**src/wake_cfg_defs.svh**
```systemverilog
// Offsets, field positions, reset values and timing counts for the
// wake pin and watchdog configuration block.
// Assumes a 40 MHz sys_clk and an 8-bit register access port.
`ifndef WAKE_CFG_DEFS_SVH
`define WAKE_CFG_DEFS_SVH

`define REG_WAKE_INPUT_SETUP    8'h11
`define REG_PIN_FUNCTION_SETUP  8'h12
`define REG_WATCHDOG_SETUP_ONE  8'h13

`define RST_WAKE_INPUT_SETUP    8'h04
`define RST_PIN_FUNCTION_SETUP  8'h00
`define RST_WATCHDOG_SETUP_ONE  8'h15
`define RDATA_UNMAPPED          8'h00

// wake_input_setup fields
`define F_WAKE_MODE_HI          7
`define F_WAKE_MODE_LO          6
`define F_WAKE_STAT_HI          5
`define F_WAKE_STAT_LO          4
`define F_WAKE_INVAL_HI         3
`define F_WAKE_INVAL_LO         2
`define F_WAKE_MAX_HI           1
`define F_WAKE_MAX_LO           0
// pin_function_setup fields
`define F_WAKE_POLARITY         7
`define F_IRQ_SEL_HI            4
`define F_IRQ_SEL_LO            3
`define F_RX_WAKE_BEH           2
`define PIN_FUNCTION_WR_MASK    8'h9C
// watchdog_setup_one fields
`define F_WD_MODE_HI            7
`define F_WD_MODE_LO            6
`define F_WD_SCALE_HI           5
`define F_WD_SCALE_LO           4
`define F_WD_THRESH_HI          3
`define F_WD_THRESH_LO          2
`define F_WATCHDOG_FAIL_ACTION_HI             1
`define F_WATCHDOG_FAIL_ACTION_LO             0

// Timing
`define CLK_PERIOD_NS           25
`define MS_TICK_NS              1000000
`define MS_TICK_CYCLES          (`MS_TICK_NS / `CLK_PERIOD_NS)
`define INHIBIT_OFF_MS          300
`define WAKE_INVALID_BASE_MS    5
`define WAKE_MIN_BASE_MS        10
`define WAKE_MAX0_MS            750
`define WAKE_MAX1_MS            1000
`define WAKE_MAX2_MS            1500
`define WAKE_MAX3_MS            2000
`define WD_TALLY_SAT            4'hF
`define WD_THRESH1_COUNT        4'h5
`define WD_THRESH2_COUNT        4'h9
`define WD_THRESH3_COUNT        4'hF

`endif

```
**src/wake_cfg_pkg.sv**
```systemverilog
// Types shared by the wake pin and watchdog configuration block.
// Assumes nothing beyond a SystemVerilog compiler.
package wake_cfg_pkg;

	typedef enum logic [1:0] {
		WAKE_NONE    = 2'b00,
		WAKE_RISING  = 2'b01,
		WAKE_FALLING = 2'b10,
		WAKE_PULSE   = 2'b11
	} wake_code_e;

	typedef enum logic [1:0] {
		WD_OFF     = 2'b00,
		WD_TIMEOUT = 2'b01,
		WD_WINDOW  = 2'b10,
		WD_QA      = 2'b11
	} wd_mode_e;

	typedef enum logic [1:0] {
		IRQ_GLOBAL   = 2'b00,
		IRQ_WD_FAIL  = 2'b01,
		IRQ_BUSFAULT = 2'b10,
		IRQ_WAKE_REQ = 2'b11
	} irq_sel_e;

	typedef enum logic {
		DET_IDLE   = 1'b0,
		DET_TIMING = 1'b1
	} det_state_e;

endpackage

```
**src/wake_pin_detector.sv**
```systemverilog
// Classifies activity on the wake pin into edge, pulse or filtered events.
// Assumes wake_pin is synchronous to sys_clk and ms_tick pulses once a ms.
`timescale 1ns/1ps
`default_nettype none
`include "wake_cfg_defs.svh"

module wake_pin_detector (
	input  wire logic       sys_clk,
	input  wire logic       rst_b,
	input  wire logic       ms_tick,
	input  wire logic       wake_pin,
	input  wire logic [1:0] wake_mode,
	input  wire logic       wake_polarity,
	input  wire logic [1:0] invalid_sel,
	input  wire logic [1:0] max_sel,
	output logic            event_valid_ff,
	output logic [1:0]      event_code_ff
);

	logic                      pin_q_ff;
	logic [11:0]               width_ff;
	wake_cfg_pkg::det_state_e  state_ff;
	logic                      rise;
	logic                      fall;
	logic                      lead;
	logic                      trail;
	logic [11:0]               lim_invalid;
	logic [11:0]               lim_min;
	logic [11:0]               lim_max;
	logic                      pulse_mode;

	assign rise        = wake_pin & ~pin_q_ff;
	assign fall        = ~wake_pin & pin_q_ff;
	assign lead        = wake_polarity ? fall : rise;  // RULE7
	assign trail       = wake_polarity ? rise : fall;  // RULE7
	assign pulse_mode  = (wake_mode == wake_cfg_pkg::WAKE_PULSE);
	assign lim_invalid = 12'(`WAKE_INVALID_BASE_MS) << invalid_sel;  // RULE5
	assign lim_min     = 12'(`WAKE_MIN_BASE_MS) << invalid_sel;  // RULE5

	always_comb begin
		unique case (max_sel)  // RULE6
			2'b00: lim_max = 12'(`WAKE_MAX0_MS);
			2'b01: lim_max = 12'(`WAKE_MAX1_MS);
			2'b10: lim_max = 12'(`WAKE_MAX2_MS);
			2'b11: lim_max = 12'(`WAKE_MAX3_MS);
		endcase
	end

	always_ff @(posedge sys_clk or negedge rst_b) begin
		if (!rst_b) begin
			pin_q_ff <= 1'b0;
		end else begin
			pin_q_ff <= wake_pin;
		end
	end

	always_ff @(posedge sys_clk or negedge rst_b) begin
		if (!rst_b) begin
			state_ff <= wake_cfg_pkg::DET_IDLE;
			width_ff <= 12'h000;
		end else if (!pulse_mode) begin
			state_ff <= wake_cfg_pkg::DET_IDLE;
			width_ff <= 12'h000;
		end else begin
			unique case (state_ff)
				wake_cfg_pkg::DET_IDLE: begin
					width_ff <= 12'h000;
					if (lead) begin
						state_ff <= wake_cfg_pkg::DET_TIMING;
					end
				end
				wake_cfg_pkg::DET_TIMING: begin
					if (trail || width_ff > lim_max) begin
						state_ff <= wake_cfg_pkg::DET_IDLE;
					end else if (ms_tick) begin
						width_ff <= width_ff + 12'h001;
					end
				end
			endcase
		end
	end

	always_ff @(posedge sys_clk or negedge rst_b) begin
		if (!rst_b) begin
			event_valid_ff <= 1'b0;
			event_code_ff  <= wake_cfg_pkg::WAKE_NONE;
		end else begin
			event_valid_ff <= 1'b0;
			if (!pulse_mode) begin
				if (rise && wake_mode != wake_cfg_pkg::WAKE_FALLING) begin  // RULE1
					event_valid_ff <= 1'b1;
					event_code_ff  <= wake_cfg_pkg::WAKE_RISING;  // RULE2
				end else if (fall && wake_mode != wake_cfg_pkg::WAKE_RISING) begin  // RULE1
					event_valid_ff <= 1'b1;
					event_code_ff  <= wake_cfg_pkg::WAKE_FALLING;  // RULE2
				end
			end else if (state_ff == wake_cfg_pkg::DET_TIMING) begin
				if (trail) begin
					// Width must clear the invalid limit and the minimum
					if (width_ff > lim_invalid && width_ff >= lim_min
						&& width_ff <= lim_max) begin  // RULE15
						event_valid_ff <= 1'b1;
						event_code_ff  <= wake_cfg_pkg::WAKE_PULSE;  // RULE2
					end
				end else if (width_ff > lim_max) begin
					// Level held past the maximum counts as a filtered edge
					event_valid_ff <= 1'b1;
					event_code_ff  <= wake_polarity ? wake_cfg_pkg::WAKE_FALLING
						: wake_cfg_pkg::WAKE_RISING;  // RULE4
				end
			end
		end
	end

endmodule
`default_nettype wire

```
**src/wake_watchdog_config.sv**
```systemverilog
// Wake pin and watchdog configuration registers with their pin logic.
// Assumes an SPI front end that presents decoded register reads and writes
// as one-cycle strobes synchronous to sys_clk.
//
// How it works
// RULE1: The wake mode field picks either edge, rising, falling or pulse detection.
// RULE2: A detected wake event is recorded as 01 rising, 10 falling or 11 pulse.
// RULE3: The wake status holds until the host writes 00 to it, and a new event may set it again.
// RULE4: In filtered detection the event is reported as rising or falling per the polarity bit.
// RULE5: Pulses at or below 5/10/20/40 ms are invalid and the minimum width is 10/20/40/80 ms.
// RULE6: A pulse is valid only if no longer than 750/1000/1500/2000 ms.
// RULE7: Polarity 0 expects low-high-low pulses and rising filtered edges, 1 the opposite.
// RULE8: The interrupt pin shows global, watchdog fail, bus fault or wake request per its selector.
// RULE9: On a wake event the receive pin is held low or toggled per its behaviour bit.
// RULE10: The watchdog mode selects disabled, timeout, window or question-and-answer.
// RULE11: The watchdog scale selector gives a factor of 1 to 4.
// RULE12: The watchdog output fires on every event or on the 5th, 9th or 15th error.
// RULE13: Action 00 drops the supply enable for 300 ms and sets the watchdog flag, 01 only the flag.
// RULE14: The watchdog error tally counts errors and saturates at fifteen.
// RULE15: A pulse above the invalid limit, at or above the minimum and within the maximum is valid.
// RULE16: Reserved bits read zero and ignore writes, and reserved selector codes do nothing.
`timescale 1ns/1ps
`default_nettype none
`include "wake_cfg_defs.svh"

module wake_watchdog_config #(
	parameter int MS_TICK_CYCLES = `MS_TICK_CYCLES
) (
	input  wire logic       sys_clk,
	input  wire logic       rst_b,
	input  wire logic [7:0] reg_addr,
	input  wire logic [7:0] reg_wdata,
	input  wire logic       reg_wr,
	input  wire logic       reg_rd,
	output logic [7:0]      reg_rdata,
	input  wire logic       wake_pin,
	input  wire logic       rx_bus_in,
	output logic            rx_pin_out,
	input  wire logic       global_irq,
	input  wire logic       bus_fault_irq,
	output logic            irq_out_n,
	output logic            wake_request,
	input  wire logic       wd_error_event,
	input  wire logic       wd_tally_clear,
	input  wire logic       wd_irq_clear,
	output logic [1:0]      watchdog_mode_field,
	output logic [2:0]      watchdog_scale_factor,
	output logic [3:0]      watchdog_error_tally,
	output logic            watchdog_irq_flag,
	output logic            supply_enable_out
);

	////////////////////////////////////////////////////////////////////////
	// Millisecond tick

	logic [15:0] tick_cnt_ff;
	logic        ms_tick_ff;

	always_ff @(posedge sys_clk or negedge rst_b) begin
		if (!rst_b) begin
			tick_cnt_ff <= 16'h0000;
			ms_tick_ff  <= 1'b0;
		end else if (tick_cnt_ff == 16'(MS_TICK_CYCLES - 1)) begin
			tick_cnt_ff <= 16'h0000;
			ms_tick_ff  <= 1'b1;
		end else begin
			tick_cnt_ff <= tick_cnt_ff + 16'h0001;
			ms_tick_ff  <= 1'b0;
		end
	end

	////////////////////////////////////////////////////////////////////////
	// Configuration registers

	logic [1:0] wake_mode_ff;
	logic [1:0] wake_stat_ff;
	logic [1:0] wake_inval_ff;
	logic [1:0] wake_max_ff;
	logic [7:0] pin_func_ff;
	logic [7:0] wd_setup_ff;
	logic       wr_wake;
	logic       wr_pin;
	logic       wr_wd;

	// Named copies of the reset bytes so that fields can be sliced from them
	localparam logic [7:0] WAKE_RST = `RST_WAKE_INPUT_SETUP;
	localparam logic [7:0] WD_RST   = `RST_WATCHDOG_SETUP_ONE;

	assign wr_wake = reg_wr && (reg_addr == `REG_WAKE_INPUT_SETUP);
	assign wr_pin  = reg_wr && (reg_addr == `REG_PIN_FUNCTION_SETUP);
	assign wr_wd   = reg_wr && (reg_addr == `REG_WATCHDOG_SETUP_ONE);

	always_ff @(posedge sys_clk or negedge rst_b) begin
		if (!rst_b) begin
			wake_mode_ff  <= WAKE_RST[`F_WAKE_MODE_HI:`F_WAKE_MODE_LO];
			wake_inval_ff <= WAKE_RST[`F_WAKE_INVAL_HI:`F_WAKE_INVAL_LO];
			wake_max_ff   <= WAKE_RST[`F_WAKE_MAX_HI:`F_WAKE_MAX_LO];
		end else if (wr_wake) begin
			wake_mode_ff  <= reg_wdata[`F_WAKE_MODE_HI:`F_WAKE_MODE_LO];  // RULE1
			wake_inval_ff <= reg_wdata[`F_WAKE_INVAL_HI:`F_WAKE_INVAL_LO];
			wake_max_ff   <= reg_wdata[`F_WAKE_MAX_HI:`F_WAKE_MAX_LO];
		end
	end

	// Reserved bits are never stored
	always_ff @(posedge sys_clk or negedge rst_b) begin
		if (!rst_b) begin
			pin_func_ff <= `RST_PIN_FUNCTION_SETUP;
		end else if (wr_pin) begin
			pin_func_ff <= reg_wdata & `PIN_FUNCTION_WR_MASK;  // RULE16
		end
	end

	always_ff @(posedge sys_clk or negedge rst_b) begin
		if (!rst_b) begin
			wd_setup_ff <= `RST_WATCHDOG_SETUP_ONE;
		end else if (wr_wd) begin
			wd_setup_ff <= reg_wdata;
		end
	end

	////////////////////////////////////////////////////////////////////////
	// Wake detection and status

	logic       det_valid;
	logic [1:0] det_code;
	logic       stat_clear;

	wake_pin_detector u_wake_det (
		.sys_clk        (sys_clk),
		.rst_b          (rst_b),
		.ms_tick        (ms_tick_ff),
		.wake_pin       (wake_pin),
		.wake_mode      (wake_mode_ff),
		.wake_polarity  (pin_func_ff[`F_WAKE_POLARITY]),
		.invalid_sel    (wake_inval_ff),
		.max_sel        (wake_max_ff),
		.event_valid_ff (det_valid),
		.event_code_ff  (det_code)
	);

	// Only a write of 00 clears the status; other values leave it alone
	assign stat_clear = wr_wake && (reg_wdata[`F_WAKE_STAT_HI:`F_WAKE_STAT_LO] == 2'b00);

	always_ff @(posedge sys_clk or negedge rst_b) begin
		if (!rst_b) begin
			wake_stat_ff <= WAKE_RST[`F_WAKE_STAT_HI:`F_WAKE_STAT_LO];
		end else if (det_valid) begin
			wake_stat_ff <= det_code;  // RULE2
		end else if (stat_clear) begin
			wake_stat_ff <= 2'b00;  // RULE3
		end
	end

	////////////////////////////////////////////////////////////////////////
	// Receive pin wake signalling

	logic rx_toggle_ff;
	logic wake_pending;

	assign wake_pending = (wake_stat_ff != 2'b00);

	always_ff @(posedge sys_clk or negedge rst_b) begin
		if (!rst_b) begin
			rx_toggle_ff <= 1'b1;
		end else if (!wake_pending) begin
			rx_toggle_ff <= 1'b1;
		end else if (ms_tick_ff) begin
			rx_toggle_ff <= ~rx_toggle_ff;
		end
	end

	always_ff @(posedge sys_clk or negedge rst_b) begin
		if (!rst_b) begin
			rx_pin_out <= 1'b1;
		end else if (wake_pending) begin
			rx_pin_out <= pin_func_ff[`F_RX_WAKE_BEH] ? rx_toggle_ff : 1'b0;  // RULE9
		end else begin
			rx_pin_out <= rx_bus_in;
		end
	end

	////////////////////////////////////////////////////////////////////////
	// Watchdog failure handling

	logic [3:0] tally;
	logic       wd_irq;
	logic       supply_en;

	watchdog_fail_handler u_wd_fail (
		.sys_clk          (sys_clk),
		.rst_b            (rst_b),
		.ms_tick          (ms_tick_ff),
		.wd_mode          (wd_setup_ff[`F_WD_MODE_HI:`F_WD_MODE_LO]),
		.threshold_sel    (wd_setup_ff[`F_WD_THRESH_HI:`F_WD_THRESH_LO]),
		.action_sel       (wd_setup_ff[`F_WATCHDOG_FAIL_ACTION_HI:`F_WATCHDOG_FAIL_ACTION_LO]),
		.wd_error_event   (wd_error_event),
		.wd_tally_clear   (wd_tally_clear),
		.wd_irq_clear     (wd_irq_clear),
		.tally_ff         (tally),
		.wd_irq_ff        (wd_irq),
		.supply_enable_ff (supply_en)
	);

	assign watchdog_error_tally = tally;
	assign watchdog_irq_flag    = wd_irq;
	assign supply_enable_out    = supply_en;
	assign watchdog_mode_field  = wd_setup_ff[`F_WD_MODE_HI:`F_WD_MODE_LO];  // RULE10

	always_ff @(posedge sys_clk or negedge rst_b) begin
		if (!rst_b) begin
			watchdog_scale_factor <= 3'(WD_RST[`F_WD_SCALE_HI:`F_WD_SCALE_LO]) + 3'h1;
		end else begin
			watchdog_scale_factor <= 3'(wd_setup_ff[`F_WD_SCALE_HI:`F_WD_SCALE_LO]) + 3'h1;  // RULE11
		end
	end

	////////////////////////////////////////////////////////////////////////
	// Interrupt pin function

	logic irq_level;

	always_comb begin
		unique case (pin_func_ff[`F_IRQ_SEL_HI:`F_IRQ_SEL_LO])  // RULE8
			wake_cfg_pkg::IRQ_GLOBAL:   irq_level = global_irq;
			wake_cfg_pkg::IRQ_WD_FAIL:  irq_level = wd_irq;
			wake_cfg_pkg::IRQ_BUSFAULT: irq_level = bus_fault_irq;
			wake_cfg_pkg::IRQ_WAKE_REQ: irq_level = wake_pending;
		endcase
	end

	always_ff @(posedge sys_clk or negedge rst_b) begin
		if (!rst_b) begin
			irq_out_n    <= 1'b1;
			wake_request <= 1'b0;
		end else begin
			irq_out_n    <= ~irq_level;
			wake_request <= wake_pending;
		end
	end

	////////////////////////////////////////////////////////////////////////
	// Read back

	always_ff @(posedge sys_clk or negedge rst_b) begin
		if (!rst_b) begin
			reg_rdata <= `RDATA_UNMAPPED;
		end else if (reg_rd) begin
			unique case (reg_addr)
				`REG_WAKE_INPUT_SETUP:
					reg_rdata <= {wake_mode_ff, wake_stat_ff, wake_inval_ff, wake_max_ff};
				`REG_PIN_FUNCTION_SETUP:
					reg_rdata <= pin_func_ff;  // RULE16
				`REG_WATCHDOG_SETUP_ONE:
					reg_rdata <= wd_setup_ff;
				default:
					reg_rdata <= `RDATA_UNMAPPED;
			endcase
		end
	end

endmodule
`default_nettype wire

```
**src/watchdog_fail_handler.sv**
```systemverilog
// Counts watchdog errors against a threshold and runs the failure action.
// Assumes wd_error_event is a one-cycle pulse from the watchdog timer.
`timescale 1ns/1ps
`default_nettype none
`include "wake_cfg_defs.svh"

module watchdog_fail_handler #(
	parameter int INHIBIT_MS = `INHIBIT_OFF_MS
) (
	input  wire logic       sys_clk,
	input  wire logic       rst_b,
	input  wire logic       ms_tick,
	input  wire logic [1:0] wd_mode,
	input  wire logic [1:0] threshold_sel,
	input  wire logic [1:0] action_sel,
	input  wire logic       wd_error_event,
	input  wire logic       wd_tally_clear,
	input  wire logic       wd_irq_clear,
	output logic [3:0]      tally_ff,
	output logic            wd_irq_ff,
	output logic            supply_enable_ff
);

	logic [3:0] nxt_tally;
	logic       hit;
	logic       fire;
	logic [8:0] off_cnt_ff;

	assign nxt_tally = (tally_ff == `WD_TALLY_SAT) ? tally_ff : tally_ff + 4'h1;  // RULE14

	always_comb begin
		unique case (threshold_sel)  // RULE12
			2'b00: hit = 1'b1;
			2'b01: hit = (nxt_tally == `WD_THRESH1_COUNT) && (tally_ff != nxt_tally);
			2'b10: hit = (nxt_tally == `WD_THRESH2_COUNT) && (tally_ff != nxt_tally);
			2'b11: hit = (nxt_tally == `WD_THRESH3_COUNT) && (tally_ff != nxt_tally);
		endcase
	end

	// Disabled watchdog ignores error events
	assign fire = wd_error_event && (wd_mode != wake_cfg_pkg::WD_OFF) && hit;  // RULE10

	always_ff @(posedge sys_clk or negedge rst_b) begin
		if (!rst_b) begin
			tally_ff <= 4'h0;
		end else if (wd_error_event && wd_mode != wake_cfg_pkg::WD_OFF) begin
			tally_ff <= nxt_tally;  // RULE14
		end else if (wd_tally_clear) begin
			tally_ff <= 4'h0;
		end
	end

	always_ff @(posedge sys_clk or negedge rst_b) begin
		if (!rst_b) begin
			wd_irq_ff <= 1'b0;
		end else if (fire && (action_sel == 2'b00 || action_sel == 2'b01)) begin
			wd_irq_ff <= 1'b1;  // RULE13
		end else if (wd_irq_clear) begin
			wd_irq_ff <= 1'b0;
		end
	end

	always_ff @(posedge sys_clk or negedge rst_b) begin
		if (!rst_b) begin
			off_cnt_ff       <= 9'h000;
			supply_enable_ff <= 1'b1;
		end else if (fire && action_sel == 2'b00) begin
			off_cnt_ff       <= 9'(INHIBIT_MS);  // RULE13
			supply_enable_ff <= 1'b0;
		end else if (off_cnt_ff != 9'h000) begin
			if (ms_tick) begin
				off_cnt_ff <= off_cnt_ff - 9'h001;
			end
		end else begin
			supply_enable_ff <= 1'b1;
		end
	end

endmodule
`default_nettype wire
```
**config.mk**
```make
export PLATFORM = sky130hd
export DESIGN_NAME = wake_watchdog_config
export DESIGN_NICKNAME = d
export VERILOG_FILES = /design/src/wake_cfg_pkg.sv /design/src/wake_pin_detector.sv /design/src/wake_watchdog_config.sv /design/src/watchdog_fail_handler.sv
export VERILOG_INCLUDE_DIRS = /design/src /design/src/src
export SDC_FILE = /design/constraint.sdc
export NUM_CORES = 1
export LEC_CHECK = 0
export BUFFER_PORTS_ARGS = -buffer_cell sky130_fd_sc_hd__buf_2
export CAP_MARGIN = 10
export CORE_AREA = 2 2 83 124
export CTS_CLUSTER_SIZE = 8
export DETAILED_ROUTE_END_ITERATION = 6
export DIE_AREA = 0 0 85 126
export PLACE_DENSITY = 0.68
export SETUP_SLACK_MARGIN = 0.05
export SYNTH_ARGS = -nofsm -noshare
export SYNTH_HDL_FRONTEND = slang
export SYNTH_HIERARCHICAL = 1
export SYNTH_SLANG_ARGS = --single-unit
```
**constraint.sdc**
```tcl
create_clock -name sys_clk -period 5.7 [get_ports sys_clk]
set_input_delay 1.71 -clock sys_clk [delete_from_list [all_inputs] [get_ports sys_clk]]
set_output_delay 1.71 -clock sys_clk [all_outputs]
set_load 0.02 [all_outputs]
```
==> flow_summary.toml, run 1 <==
[logic_synthesis]
yosys-top-cells-area = "dfrtp_1 40%, ha_1 6.7%, dfstp_2 5.0%"
synth_cells = 445
synth_nets = 497
syn_area_sq_um = 4700
yosys_warnings = 6
synth_edf_count = 0
synth.most_common_cell = "dfrtp_1"
ys_seq_area_frac = 0.450
synth_top_area_cell = "dfrtp_1"
synthTopCellsByCount = "75 x dfrtp_1, 41 x nor2_1, 27 x nand2_1, 25 x ha_1, 23 x inv_1"
ys_ff_latch = 84
synth_top_area_share = 0.399
yosys.cell_types.count = 69
ys.flop_type = "dfrtp_1"
avgSynthCellArea_sq_um = 10.6
async_flop_share = 1.00

[floorplanning]
dieArea_sq_um = 10700
chipWidth_microns = 85
core_area_sq_um = 9630
num_rows = 44
pin_count = 49
initial_core_util = 0.488
die_h_microns = 126

[finish]
num-fill-cells = 864
nets = 542
antenna_cells = 0
layout-drive-gt1-share = 0.230
syn_to_final_growth_pct = 13.3

[pwr]
ir_drop_uv = 162
power_density_nw_per_um2 = 273
p_total_mw = 1.45
p_leak_nw = 2.35

[routing]
first_iter_violations = 117
routed_via_density = 5.76
ant_nets = 0
drtPass1Iterations = 4
post_drt_wl_per_cell_microns = 16.6
dr_total_vias = 3513
finalWirelength_microns = 10100
drc = 0

[global_routing]
grt_pass1_wl_microns = 17200
grt_max_degree = 45
grt_remaining_overflow = 0
grt_use_total = 0.200
grt_pass1_vias = 3603
antenna_found_initial = 0

[run]
cap_violations = 0

[timing]
finalSetupViolations = 0
hold_violations = 0
fin_crit_ns = 3.04
max-slew-margin-rel = 0.187
min_period_over_period = 0.533
setup_tns_ns = 0
finClkSkew_ns = 0.00564
worst_slew_pin_slew_ns = 1.19
slew_viol_final = 0
rsz0062_at_grt = "false"
fmax_mhz = 329

[worst_setup_path]
critPathMaxStageDelay_ns = 0.58
crit_type = "input pin to register"
critical_path.slowest_cell = "or4_4"
crit_path_max_fanout = 7
worstPathCellList = "buf_2, or4b_4, or4_4, mux2_4"
path_buf_inv = 1
worst_setup_path_start_kind = "input pin"
path_delay_family = "simple AND/OR/NAND/NOR gates"
worstPathArrival_ns = 3.25
cp.required_ns = 5.92
endpoint_kind = "register"

[clock_network]
ctsHoldBuffers = 0
root_buffer = "clkbuf_16"
htree_levels = 3
clkSinkCount = 84
worstSkewPairLatency_ns = 0.34
path_clk_slew_ns = 0.06
postCtsSetupBuffers = 0
cts_tree = "done"
cts_buffers = 9
ctsLongestPathBuffers = 2
cts.repair.resized = 0

[outcome]
status = "complete, no violations"

[hold_path]
hold_path_class = "register to register"

[placement]
place_congestion = 0.832
dp_hpwl_microns = 7510
portBuffers = 48
final cells by class:
cell class | instances | area (sq um) | share of cell area
repair buffers | 49 | 250 | 0.0470
multi-input cells | 323 | 2420 | 0.455
clock buffers | 12 | 236 | 0.0444
clock inverters | 4 | 73.8 | 0.0139
flip-flops and latches | 84 | 2110 | 0.397
inverters | 23 | 86.3 | 0.0162
well taps | 115 | 144 | 0.0270
registers in the layout (all words and copies together) (netlist names):
register / count
tick_cnt_ff: 16
u_wake_det/width_ff: 12
u_wd_fail/off_cnt_ff: 9
reg_rdata: 8
wd_setup_ff: 8
pin_func_ff: 4
u_wd_fail/tally_ff: 4
watchdog_scale_factor: 3
u_wake_det/event_code_ff: 2
wake_inval_ff: 2
wake_max_ff: 2
wake_mode_ff: 2
wake_stat_ff: 2
irq_out_n: 1
ms_tick_ff: 1
rx_pin_out: 1
rx_toggle_ff: 1
u_wake_det/event_valid_ff: 1
u_wake_det/pin_q_ff: 1
u_wake_det/state_ff: 1
u_wd_fail/supply_enable_ff: 1
u_wd_fail/wd_irq_ff: 1
wake_request: 1
worst register-to-register path, delay by kind of cell (launching register included):
family	cells	cell delay, ns
muxes	1	0.92
adders and majority gates	1	0.32
AOI/OAI and AO/OA	1	0.32
xor gates and xnor gates	1	0.21
DFF	1	0.47
and+or+nand+nor	3	0.47
buffers and inverters	1	0.12
report_power, final:
group / total, mW / switching [mW] / internal [mW] / leakage [nW]
clock network: 0.610 / 0.226 / 0.384 / 0.151
logic: 0.155 / 0.0892 / 0.0656 / 1.12
registers: 0.688 / 0.0448 / 0.644 / 1.08
layer usage:
| layer | track usage | wire [microns] | vias to the layer above |
|---|---|---|---|
| li1 | - | - | 1709 |
| met1 | 0.249 | 4380 | 1724 |
| met2 | 0.333 | 5120 | 61 |
| met3 | 0.0367 | 288 | 19 |
| met4 | 0.0943 | 333 | 0 |
| met5 | 0 | 0 | - |
layout by cell type (no fill, tap or decap), types with 3 or more instances in the layout:
master,Yosys,layout
nand4b_1,3,3
buf_2,1,47
xnor2_1,20,20
nor3b_1,3,3
mux2_2,17,17
nor2_1,41,41
a211oi_1,8,8
a22oi_1,4,4
a211o_1,3,3
o22ai_1,12,12
dfstp_2,9,9
clkbuf_16,0,9
xor2_1,9,9
and2_1,5,5
nor4_1,3,3
and4_1,3,3
a21oi_1,15,15
nor2b_1,8,8
clkbuf_1,9,3
o21ai_0,6,6
and3_1,4,4
mux2i_1,11,11
nand4_1,9,9
nor3_1,9,9
inv_1,23,23
mux2_4,6,6
nand3_1,20,20
dfrtp_1,75,75
nand2b_1,8,8
ha_1,25,25
nand2_1,27,27
kinds of logic (layout without fill, tap and decap cells):
| kind of cell | Yosys count | count (layout) | share of synthesized area |
|---|---|---|---|
| xor+xnor | 29 | 29 | 0.0540 |
| buf+inv | 38 | 88 | 0.0357 |
| mux | 36 | 36 | 0.0905 |
| simple gates | 163 | 163 | 0.194 |
| compound gates | 70 | 70 | 0.109 |
| fa+ha+maj | 25 | 25 | 0.0665 |
| flops | 84 | 84 | 0.450 |
path summary, 6_finish.rpt:
kind	from	endpoint	slack, ns	depth (start not counted)
min	wd_setup_ff[4]	watchdog_scale_factor[0]	0.46	1
max	reg_addr[5]	wake_mode_ff[0]	2.66	4
min in group asynchronous	rst_b	u_wake_det/width_ff[7]	1.34	1
max reg2reg	wake_max_ff[1]	u_wake_det/width_ff[4]	2.74	8
min reg2reg	wd_setup_ff[4]	watchdog_scale_factor[0]	0.46	1
max in group asynchronous	rst_b	rx_pin_out	3.40	2
stage by stage:
step / utilization / hold WS, ns / cell area, sq um / instances / setup slack, ns
6_report: 0.553 / 0.458 / 5320 / 610 / 2.66
4_1_cts: 0.553 / 0.460 / 5320 / 610 / 2.67
3_5_place_dp: 0.520 / 0.445 / 5010 / 594 / 2.31
2_1_floorplan: - / 0.427 / 4700 / 445 / 2.42
5_1_grt: 0.553 / 0.471 / 5320 / 610 / 2.49
3_3_place_gp: 0.520 / 0.443 / 5010 / 594 / 2.34
(Power assumes the default switching activity.)
==> run 2: changes to the inputs <==
- PLACE_DENSITY: 0.68 -> 0.71
- clock period: 5.7 -> 2.65 ns (I/O delays scaled with it)
==> run 2 against run 1 <==
First-iteration DRC count increased by 100%. Combinational power grew 120%. Final area up 2.1%. Register-to-register slack worse by 2.6 ns. Via count increased by 2.4%. Global-route usage grew 0.53 points. Setup slack got worse by 2.5 ns. Sequential cell count unchanged. Sequential share of layout area down 0.81 points.
==> flow_summary.toml, run 2 (same netlist as run 1, synthesis figures left out) <==
[worst_setup_path]
cp.required_ns = 2.88
endpoint_kind = "register"
crit_path_max_fanout = 10
worstPathArrival_ns = 2.76
crit_type = "register to register"
worst_setup_path_start_kind = "register"

[routing]
first_iter_violations = 238
routed_via_density = 5.81
dr_total_vias = 3599
ant_nets = 0
drtPass1Iterations = 4
drc = 0
post_drt_wl_per_cell_microns = 17.0
finalWirelength_microns = 10500

[clock_network]
ctsLongestPathBuffers = 2
ctsHoldBuffers = 0
path_clk_slew_ns = 0.06
root_buffer = "clkbuf_16"
cts_buffers = 9
cts_tree = "done"
postCtsSetupBuffers = 0
worstSkewPairLatency_ns = 0.34
htree_levels = 3
clkSinkCount = 84

[pwr]
power_density_nw_per_um2 = 567
p_leak_nw = 2.41
p_total_mw = 3.08
ir_drop_uv = 417

[placement]
portBuffers = 48
dp_hpwl_microns = 7660
postPlaceCellArea_sq_um = 5090
place_congestion = 0.852

[timing]
hold_violations = 0
fin_crit_ns = 2.53
max-slew-margin-rel = 0.599
finClkSkew_ns = 0.00519
finalSetupViolations = 0
fmax_mhz = 395
hold_slack_ns = 0.425
min_period_over_period = 0.956
worst_slew_pin_slew_ns = 0.598
slew_viol_final = 0

[global_routing]
grt_use_total = 0.205
use_met1 = 0.243
use_met2 = 0.356
grt_remaining_overflow = 0
grt_max_degree = 45
grt_pass1_vias = 3667
antenna_found_initial = 0
top_usage_layer = "met2"
grt_util_met3 = 0.0387
grt_pass1_wl_microns = 17500

[floorplanning]
die_h_microns = 126
core_area_sq_um = 9630
initial_core_util = 0.488
dieArea_sq_um = 10700
num_rows = 44
chipWidth_microns = 85
pin_count = 49

[finish]
fin_area_sq_um = 5440
utilization = 0.564
antenna_cells = 0
syn_to_final_growth_pct = 15.6
layout-drive-gt1-share = 0.252
num-fill-cells = 834
final_common_cell = "dfrtp_1"
largest_reg_flops = 16
top_register = "tick_cnt_ff"
nets = 551
layout_common_cells = "75 x dfrtp_1, 47 x buf_2, 41 x nor2_1"
largestRegisters = "tick_cnt_ff: 16 flops, u_wake_det/width_ff: 12 flops, u_wd_fail/off_cnt_ff: 9 flops"

[outcome]
status = "complete, no violations"

[hold_path]
hold_path_class = "input pin to async pin"

[run]
cap_violations = 0
run 2: worst max-delay path, cell delays in order, from the launching register on:
cell and delay (ns):
dfrtp_1 0.43, inv_1 0.13, nor2_1 0.06, ha_1 0.30
a21o_1 0.20, a211oi_4 0.33, mux2i_4 0.18, buf_4 0.19
a211oi_1 0.38, xnor2_1 0.17, nor2_1 0.06
run 2: final timing paths:
path,from,end,slack (ns),depth (start not counted)
setup / recovery,wake_max_ff[1],u_wake_det/width_ff[10],0.12,10
hold / removal,rst_b,pin_func_ff[7],0.43,1
setup reg to reg,wake_max_ff[1],u_wake_det/width_ff[10],0.12,10
hold reg to reg,wd_setup_ff[4],watchdog_scale_factor[0],0.48,1
max in group asynchronous,rst_b,rx_toggle_ff,1.55,2
min in group sys_clk,wd_setup_ff[4],watchdog_scale_factor[0],0.48,1
run 2: what timing repair did:
item                                    CTS  global route
pin swaps                                 0             1
resized for setup                         1             8
endpoints found under the setup margin    1            13
run 2: report_power, final:
| group | internal (mW) | switching [mW] | total [mW] |
|---|---|---|---|
| clock network | 0.759 | 0.500 | 1.26 |
| registers | 1.38 | 0.0930 | 1.48 |
| logic | 0.147 | 0.198 | 0.345 |
| total | 2.29 | 0.791 | 3.08 |
run 2: area by class of cell:
type / count / area [sq um] / share of cell area
Sequential cell: 84 / 2110 / 0.389
Tap cell: 115 / 144 / 0.0265
Inverter: 23 / 86.3 / 0.0159
Clock buffer: 13 / 250 / 0.0460
Multi-Input combinational cell: 323 / 2460 / 0.453
Clock inverter: 3 / 46.3 / 0.00852
Timing Repair Buffer: 58 / 330 / 0.0608
run 2: stage by stage:
step           TNS [ns]  instances  setup WS [ns]
2_1_floorplan         0        445          0.285
3_3_place_gp          0        603          0.184
3_5_place_dp          0        603         0.0155
4_1_cts               0        619         0.0549
5_1_grt         -0.0327        619        -0.0327
6_report              0        619          0.117
run 2: layer usage:
layer / share of wire / vias to the layer above
met5: 0 / -
met4: 0.030 / 0
met3: 0.029 / 24
met2: 0.53 / 67
met1: 0.41 / 1793
li1: - / 1715
